==> src/design/flash_erase_pkg.sv <==
// Constants and types for the flash erase command control block.
// Assumes an 8-bit special-function register write port and a 16-bit
// configuration register port, both on sys_clk.
package flash_erase_pkg;

    // ----------------------------------------------------------------
    // Register offsets
    // ----------------------------------------------------------------
    localparam logic [7:0]  ERASE_CMD_OFFSET  = 8'h94;
    localparam logic [7:0]  MASS_ARM_OFFSET   = 8'hB2;
    localparam logic [7:0]  PAGE_ADDR_OFFSET  = 8'hB7;
    localparam logic [15:0] EMU_CTRL_OFFSET   = 16'h2005;

    // ----------------------------------------------------------------
    // Field positions
    // ----------------------------------------------------------------
    localparam int          EMU_CLK_OFF_BIT   = 5;
    localparam int          MASS_ARM_BIT      = 1;
    localparam int          PAGE_ADDR_LSB     = 1;
    localparam int          PAGE_ADDR_W       = 7;

    // ----------------------------------------------------------------
    // Command codes
    // ----------------------------------------------------------------
    localparam logic [7:0]  MASS_ERASE_CODE   = 8'hAA;
    localparam logic [7:0]  PAGE_ERASE_CODE   = 8'h55;

    // ----------------------------------------------------------------
    // Values after reset
    // ----------------------------------------------------------------
    localparam logic [7:0]  ERASE_CMD_RESET   = 8'h00;
    localparam logic [6:0]  PAGE_ADDR_RESET   = 7'h00;
    localparam logic        MASS_ARM_RESET    = 1'b0;
    localparam logic        EMU_CLK_OFF_RESET = 1'b0;
    localparam logic [7:0]  RDATA_RESET       = 8'h00;

    // ----------------------------------------------------------------
    // Erase sequencer states
    // ----------------------------------------------------------------
    typedef enum logic [2:0] {
        SEQ_IDLE  = 3'b001,
        SEQ_ISSUE = 3'b010,
        SEQ_WAIT  = 3'b100
    } seq_state_e;

endpackage : flash_erase_pkg

==> src/design/flash_erase_command_control.sv <==
// Flash erase command control: erase command, mass-erase arming,
// page address and emulator clock disable registers.
// Assumes SFR writes and config accesses from the MPU on sys_clk and
// a debug-port enable level arriving from outside the clock domain.
`timescale 1ns/10ps
module flash_erase_command_control
(
    input  wire logic                  sys_clk,
    input  wire logic                  rst,
    input  wire logic                  sfr_we,
    input  wire logic [7:0]            sfr_addr,
    input  wire logic [7:0]            sfr_wdata,
    input  wire logic                  cfg_we,
    input  wire logic                  cfg_re,
    input  wire logic [15:0]           cfg_addr,
    input  wire logic [7:0]            cfg_wdata,
    output logic      [7:0]            cfg_rdata,
    input  wire logic                  debug_port,
    input  wire logic                  flash_busy,
    output logic                       flash_page_erase,
    output logic                       flash_mass_erase,
    output logic      [flash_erase_pkg::PAGE_ADDR_W-1:0] erase_page_address,
    output logic                       erase_busy,
    output logic                       emulator_clock_stop,
    output logic                       ice_access_en
);
    import flash_erase_pkg::*;

    // ----------------------------------------------------------------
    // State
    // ----------------------------------------------------------------
    logic [7:0]             erase_cmd_reg;
    logic                   mass_arm_reg;
    logic [PAGE_ADDR_W-1:0] page_addr_reg;
    logic                   page_valid_reg;
    logic                   emu_clk_off_reg;
    logic [7:0]             rdata_reg;
    logic                   ice_en_reg;
    logic [2:0]             dbg_sync_reg;
    logic                   debug_en_reg;
    logic                   page_strobe;
    logic                   mass_strobe;
    logic                   seq_idle;

    // ----------------------------------------------------------------
    // Address decode
    // ----------------------------------------------------------------
    wire cmd_hit  = sfr_we && (sfr_addr == ERASE_CMD_OFFSET);
    wire arm_hit  = sfr_we && (sfr_addr == MASS_ARM_OFFSET);
    wire page_hit = sfr_we && (sfr_addr == PAGE_ADDR_OFFSET);
    wire emu_wr   = cfg_we && (cfg_addr == EMU_CTRL_OFFSET);
    wire emu_rd   = cfg_re && (cfg_addr == EMU_CTRL_OFFSET);
    wire is_mass  = (erase_cmd_reg == MASS_ERASE_CODE);
    wire is_page  = (erase_cmd_reg == PAGE_ERASE_CODE);

    // Emulator clock off also blocks mass erase: no debug access, no erase
    wire mass_go  = is_mass && mass_arm_reg && debug_en_reg && !emu_clk_off_reg && seq_idle;
    wire page_go  = is_page && page_valid_reg && seq_idle;

    wire [7:0] rdata_next = emu_rd ? {2'b00, emu_clk_off_reg, 5'b00000} : RDATA_RESET;

    // ----------------------------------------------------------------
    // Debug port synchroniser
    // ----------------------------------------------------------------
    always_ff @(posedge sys_clk or posedge rst) begin
        if (rst) begin
            dbg_sync_reg <= 3'b000;
            debug_en_reg <= 1'b0;
        end else begin
            dbg_sync_reg <= {dbg_sync_reg[1:0], debug_port};
            if (dbg_sync_reg[1] == dbg_sync_reg[2]) begin
                debug_en_reg <= dbg_sync_reg[2];
            end
        end
    end

    // ----------------------------------------------------------------
    // Registers
    // ----------------------------------------------------------------
    // Command lives one cycle only, so unknown codes leave no trace
    always_ff @(posedge sys_clk or posedge rst) begin
        if (rst) begin
            erase_cmd_reg <= ERASE_CMD_RESET;
        end else begin
            erase_cmd_reg <= cmd_hit ? sfr_wdata : ERASE_CMD_RESET;
        end
    end

    // Software arm write wins over the hardware clear
    always_ff @(posedge sys_clk or posedge rst) begin
        if (rst) begin
            mass_arm_reg <= MASS_ARM_RESET;
        end else if (arm_hit) begin
            mass_arm_reg <= sfr_wdata[MASS_ARM_BIT];
        end else if (mass_go) begin
            mass_arm_reg <= 1'b0;
        end
    end

    always_ff @(posedge sys_clk or posedge rst) begin
        if (rst) begin
            page_addr_reg  <= PAGE_ADDR_RESET;
            page_valid_reg <= 1'b0;
        end else if (page_hit) begin
            page_addr_reg  <= sfr_wdata[PAGE_ADDR_LSB +: PAGE_ADDR_W];
            page_valid_reg <= 1'b1;
        end else if (page_go) begin
            page_valid_reg <= 1'b0;
        end
    end

    always_ff @(posedge sys_clk or posedge rst) begin
        if (rst) begin
            emu_clk_off_reg <= EMU_CLK_OFF_RESET;
            rdata_reg       <= RDATA_RESET;
            ice_en_reg      <= 1'b0;
        end else begin
            if (emu_wr) begin
                emu_clk_off_reg <= cfg_wdata[EMU_CLK_OFF_BIT];
            end
            rdata_reg  <= rdata_next;
            ice_en_reg <= debug_en_reg && !emu_clk_off_reg;
        end
    end

    // ----------------------------------------------------------------
    // Sequencer and outputs
    // ----------------------------------------------------------------
    erase_sequencer u_seq (
        .sys_clk         (sys_clk),
        .rst             (rst),
        .start_page      (page_go),
        .start_mass      (mass_go),
        .flash_busy      (flash_busy),
        .page_strobe_reg (page_strobe),
        .mass_strobe_reg (mass_strobe),
        .seq_idle_reg    (seq_idle)
    );

    assign flash_page_erase    = page_strobe;
    assign flash_mass_erase    = mass_strobe;
    assign erase_busy          = !seq_idle;
    assign erase_page_address  = page_addr_reg;
    assign emulator_clock_stop = emu_clk_off_reg;
    assign ice_access_en       = ice_en_reg;
    assign cfg_rdata           = rdata_reg;
endmodule : flash_erase_command_control

==> src/design/erase_sequencer.sv <==
// Erase sequencer: issues one-cycle erase strobes to the flash array.
// Assumes flash_busy comes from flash logic on sys_clk and rises the
// cycle after a strobe, staying high until the erase is done.
`timescale 1ns/10ps
module erase_sequencer
(
    input  wire logic sys_clk,
    input  wire logic rst,
    input  wire logic start_page,
    input  wire logic start_mass,
    input  wire logic flash_busy,
    output logic      page_strobe_reg,
    output logic      mass_strobe_reg,
    output logic      seq_idle_reg
);
    import flash_erase_pkg::*;

    seq_state_e state_reg;
    seq_state_e state_next;
    wire        go = start_page || start_mass;

    // ----------------------------------------------------------------
    // State machine
    // ----------------------------------------------------------------
    always_comb begin
        state_next = state_reg;
        case (state_reg)
            SEQ_IDLE:  state_next = go ? SEQ_ISSUE : SEQ_IDLE;
            SEQ_ISSUE: state_next = SEQ_WAIT;
            SEQ_WAIT:  state_next = flash_busy ? SEQ_WAIT : SEQ_IDLE;
            default:   state_next = SEQ_IDLE;
        endcase
    end

    always_ff @(posedge sys_clk or posedge rst) begin
        if (rst) begin
            state_reg       <= SEQ_IDLE;
            page_strobe_reg <= 1'b0;
            mass_strobe_reg <= 1'b0;
            seq_idle_reg    <= 1'b1;
        end else begin
            state_reg       <= state_next;
            page_strobe_reg <= (state_reg == SEQ_IDLE) && start_page && !start_mass;
            mass_strobe_reg <= (state_reg == SEQ_IDLE) && start_mass;
            seq_idle_reg    <= (state_next == SEQ_IDLE);
        end
    end

endmodule : erase_sequencer

==> config.mk <==
export PLATFORM = sky130hd
export DESIGN_NAME = flash_erase_command_control
export DESIGN_NICKNAME = d
export VERILOG_FILES = /design/src/design/flash_erase_pkg.sv /design/src/design/flash_erase_command_control.sv /design/src/design/erase_sequencer.sv
export SDC_FILE = /design/constraint.sdc
export NUM_CORES = 1
export LEC_CHECK = 0
export BUFFER_PORTS_ARGS = -buffer_cell sky130_fd_sc_hd__buf_4
export CAP_MARGIN = 20
export CORE_MARGIN = 1
export CORE_UTILIZATION = 46
export CTS_BUF_LIST = sky130_fd_sc_hd__clkbuf_4
export DETAILED_ROUTE_END_ITERATION = 8
export HOLD_SLACK_MARGIN = 0.05
export PLACE_DENSITY = 0.81
export SKIP_CTS_REPAIR_TIMING = 1
export SYNTH_ARGS = -nofsm -noshare
export SYNTH_HDL_FRONTEND = slang
export SYNTH_HIERARCHICAL = 1
export SYNTH_SLANG_ARGS = --single-unit
==> constraint.sdc <==
create_clock -name sys_clk -period 1.5 [get_ports sys_clk]
set_input_delay 0.3 -clock sys_clk [delete_from_list [all_inputs] [get_ports sys_clk]]
set_output_delay 0.3 -clock sys_clk [all_outputs]
set_load 0.02 [all_outputs]
# After elaboration in Yosys (flattened, before gate mapping)
# Cells that the tools add are included.
# word_totals
word_cells	54
register_bits	35
out_inout_bits	20
inputBits	47
# classes
mux	9
reduce_logical	21
eq_ne	11
# ops
cell	n
equality test 8 bit (second input constant)	4
equality test 16 x 14 -> 1 bit (second input constant)	1
logical AND 1 bit	15
one-hot mux 3 bit (3 select lines)	1
equality test 8 x 7 -> 1 bit (second input constant)	1
2-to-1 mux 8 bit	1
equality test 3 x 1 -> 1 bit (second input constant)	2
2-to-1 mux 6 bit	1
2-to-1 mux 1 bit	4
nonzero test 2 bit	2
equality test 3 x 2 -> 1 bit (second input constant)	1
equality test 3 bit (second input constant)	1
zero test 1 bit	3
2-to-1 mux 3 bit	1
2-to-1 mux 2 bit	1
equality test 1 bit	1
logical OR 1 bit	1

# Longest topological paths before layout
# depth
depth_word	9
mapped_depth	5
mapped_depth_nobuf	5

# Cells and area by module
# The synthesis kept the hierarchy.
# modules_own_cells
module	cells_per_inst	n_inst	seq_area_each_um2	area_each_um2
flash_erase_command_control	81	1	600.6	1073.5
erase_sequencer	18	1	152.6	229.0

# Worst setup path after synthesis
# OpenSTA, ideal clock, no wires.
# synth_path
kind	register to register
startpoint	reg u_seq.seq_idle_reg
endpoint	reg u_seq.seq_idle_reg
required_ns	1.418
slack_ns	0.149
synth_period_minus_slack_ns	1.351
path_buffers	0
arrival_ns	1.269
setup_time_ns	0.082
stages_incl_launch_ff	6
cell_sequence	dfstp_2 -> inv_1 -> nor4_1 -> nor2_1 -> nor2_4 -> nor2_1
# synth_via
elab_chain_cells	5
elab_cells_between_ends	6
classes_between	1 x eq/ne; 2 x mux; 3 x reduce/logical
# synth_lines
item	line_no	text
start, declared	erase_sequencer.sv:14	output logic seq_idle_reg
start signal, assigned	erase_sequencer.sv:45	seq_idle_reg <= (state_next == SEQ_IDLE);
logical AND 1 bit	flash_erase_command_control.sv:58	wire page_go = is_page && page_valid_reg && seq_idle;
net page_go	flash_erase_command_control.sv:58	
logical OR 1 bit	erase_sequencer.sv:20	wire go = start_page || start_mass;
2-to-1 mux 2 bit	erase_sequencer.sv:28	SEQ_IDLE: state_next = go ? SEQ_ISSUE : SEQ_IDLE;
one-hot mux 3 bit (3 select lines)	erase_sequencer.sv:27	case (state_reg)
net u_seq.state_next[1]	erase_sequencer.sv:19	seq_state_e state_next;
equality test 3 x 1 -> 1 bit	erase_sequencer.sv:45	
# The timed path passes the listed nets, and every way through them passes these cells.
# A chain may end at the register's enable or synchronous reset.

# Worst setup path after layout
# layout_path
startpoint	reg erase_cmd_reg[2]
endpoint	reg mass_arm_reg
# layout_via
elab_chain_cells	6
# layout_lines
item	line_no	text
start, declared	flash_erase_command_control.sv:32	logic [7:0] erase_cmd_reg;
start signal, assigned	flash_erase_command_control.sv:85	erase_cmd_reg <= cmd_hit ? sfr_wdata : ERASE_CMD_RESET;
equality test 8 bit	flash_erase_command_control.sv:53	wire is_mass = (erase_cmd_reg == MASS_ERASE_CODE);
logical AND 1 bit (4 in series)	flash_erase_command_control.sv:57	wire mass_go = is_mass && mass_arm_reg && debug_en_reg && !emu_clk_off_reg && seq_idle;
net mass_go	flash_erase_command_control.sv:57	
nonzero test 2 bit (no line)	-	
end signal, assigned	flash_erase_command_control.sv:94	mass_arm_reg <= sfr_wdata[MASS_ARM_BIT];
end, declared	flash_erase_command_control.sv:33	logic mass_arm_reg;
# The timed path passes the listed nets, and every way through them passes these cells.

==> out/qor.txt <==
Status -> complete, no violations
Post-route minimum period -> 1.413 ns
Worst skew pair latency -> 0.31 ns
CTS Buf Count -> 5
Vias in the first global route -> 967
Largest net degree at the start of global routing -> 25
Routed wire length -> 2365 um
Cell with the most instances after synthesis -> dfrtp_1
Critical path required time -> 1.70 ns
Multi-input gate area -> 496.7 um2
Crit-path leading delay family -> simple AND/OR/NAND/NOR gates
Ant. Diodes -> 0
Synthesized instance count -> 99
R2r worst-path depth -> 4
Critical setup path kind -> reg2reg
WL per Instance -> 12.38 um
Remaining Overflow, GRT -> 0
Crit-path cells -> nor4bb_1 -> and4_1 -> nor2b_1 -> mux2_4
Site row count -> 18
Area of the die -> 3048 um2
CP Max Fanout -> 4
Slowest cell on crit path -> dfrtp_1
Chip Width -> 55.21 um
CTS clk-pin slew, worst paths -> 0.09 ns
Sequential fraction of the synthesis area -> 57.83%
Initial drt markers -> 9
Initial antenna violation count -> 0
Grt met2 use -> 29.95%
Root Buffer Master -> clkbuf_4
Crit path capture type -> register
Antenna viol nets, final -> 0
FFs w/ async S/R, synth -> 100.0%
Cell Area, Synth -> 1302 um2
WP data arrival -> 1.61 ns
Final Power -> 0.001473 W
MaxCap Viol Count -> 0
Die Y -> 55.21 um
CTS H-tree lvls -> 2
Synth warn -> 6
Final hold vios -> 0
Min-Delay Path Class -> in2reg
GRT Max-Usage Layer -> met2
Clock tree sinks -> 30
GRT met3 Usage -> 5.855%
Top post-synthesis cells by count -> 28 x dfrtp_1, 8 x and2_1, 8 x mux2_2, 7 x buf_4
Overall Global Routing Usage -> 17.34%
Top post-synthesis cells by area -> dfrtp_1 54%, mux2_2 6.9%, buf_4 4.0%
Area Overhead vs Synth -> 36.60%
Setup-failing EPs final -> 0
Initial Utilization -> 50.73%
I/O Buffers -> 52
Post-synth EDFFs -> 0
Max reg flops -> 8
Placer Congestion -> 0.6826
Peak supply drop -> 0.6126 mV
Pre-CTS setup slack -> 0.001069 ns
Synth Register Bits -> 30
Power Density -> 827.9 nW/um2
Post-synth cell types -> 30
Dominant synthesized flop cell -> dfrtp_1
Share of cells above drive strength 1 -> 49.69%
First-pass GRT wire length -> 4126 um
Setup ws final -> 0.08668 ns
Nets -> 207
Sequential cell area -> 753.2 um2
Placed Area -> 1715 um2
Worst Hold Path Cells -> 1
Slew Limit Fails -> 0
Final period util -> 94.22%
Bufs and invs on worst path -> 0
RSZ-0062 raised after global routing -> no
Vias post-DR -> 929
Remaining DRCs -> 0
Area leader, netlist -> dfrtp_1
Met1 Track Usage GR -> 19.53%
Share of the synthesized area in the top cell type -> 53.79%
Clock buffer depth -> 2
Setup TNS -> 0 ns
Worst path depth -> 4
Core Area -> 2567 um2
Fmax -> 707.6 MHz
Final Cell Area -> 1779 um2
Placed wire-length estimate -> 1953 um
Leakage -> 0.9053 nW
Final setup skew -> 0.005187 ns
First-pass detailed-route iteration total -> 4
Nature of the critical path startpoint -> register
CP max stage delay -> 0.39 ns
Via-to-Cell Ratio -> 4.864
Fillers -> 188
Ports -> 67
Syn_area_per_cell -> 13.16 um2
CTS tree -> yes
path summary, 6_finish.rpt:
check,from,end,slack (ns)
setup / recovery,erase_cmd_reg[2]$_DFF_PP0_,mass_arm_reg$_DFFE_PP0P_,0.09
hold / removal,debug_port,dbg_sync_reg[0]$_DFF_PP0_,0.09
setup reg to reg,erase_cmd_reg[2]$_DFF_PP0_,mass_arm_reg$_DFFE_PP0P_,0.09
hold reg to reg,dbg_sync_reg[0]$_DFF_PP0_,dbg_sync_reg[1]$_DFF_PP0_,0.36
max in group asynchronous,rst,page_valid_reg$_DFFE_PP0P_,0.69
min in group asynchronous,rst,u_seq/state_reg[2]$_DFF_PP0_,0.45
report_power, final:
| group | switching (W) | internal, W | leakage [nW] | total, W |
|---|---|---|---|---|
| logic | 0.0000850 | 0.000101 | 0.478 | 0.000186 |
| clock network | 0.000256 | 0.000194 | 0.0331 | 0.000450 |
| registers | 0.00000884 | 0.000828 | 0.394 | 0.000837 |
per-stage QoR:
stage	utilization, %	instances	hold slack, ns
floorplan	-	105	0.08951
global placement	66.81	182	0.2264
detailed placement	66.81	182	0.2360
CTS	68.91	190	-0.1091
global route	69.30	191	0.05967
finish	69.30	191	0.08956
placed cells by master, fill, tap and decap left out, types with 2 or more instances in the layout:
| cell | synthesis | layout |
|---|---|---|
| nor4_1 | 2 | 2 |
| clkbuf_4 | 0 | 6 |
| nand2_1 | 3 | 3 |
| nor2_1 | 6 | 6 |
| nor2b_1 | 3 | 3 |
| nor4_4 | 2 | 2 |
| mux2_2 | 8 | 8 |
| inv_1 | 6 | 6 |
| and2_1 | 8 | 8 |
| nor2_4 | 2 | 2 |
| nand4bb_1 | 2 | 2 |
| buf_4 | 7 | 54 |
| nor4b_1 | 3 | 3 |
| dfrtp_1 | 28 | 28 |
| conb_1 | 1 | 7 |
| dfstp_2 | 2 | 2 |
| nand2b_1 | 2 | 2 |
final cells by class:
class,count,share of cell area [%]
tap,30,2.110
inverter,6,1.266
sequential,30,42.33
multi-input combinational,62,27.92
timing repair buffer,55,23.35
clock buffer,6,2.532
clock inverter,2,0.4923
kinds of logic (layout without fill, tap and decap cells):
| group | count (synthesis) | count (layout) | share of synthesized area [%] |
|---|---|---|---|
| compound gates | 2 | 2 | 0.8645 |
| fa+ha+maj | 1 | 1 | 0.7685 |
| buf+inv | 13 | 69 | 5.764 |
| flops | 30 | 30 | 57.83 |
| mux | 9 | 9 | 8.069 |
| other cells | 1 | 7 | 0.2879 |
| simple gates | 43 | 43 | 26.42 |
layer usage:
metal | wire length, um | vias up
li1 | - | 446
met1 | 921 | 441
met2 | 1257 | 38
met3 | 152 | 4
met4 | 34 | 0
met5 | 0 | -
No activity file was read; power rests on OpenSTA's default activity.
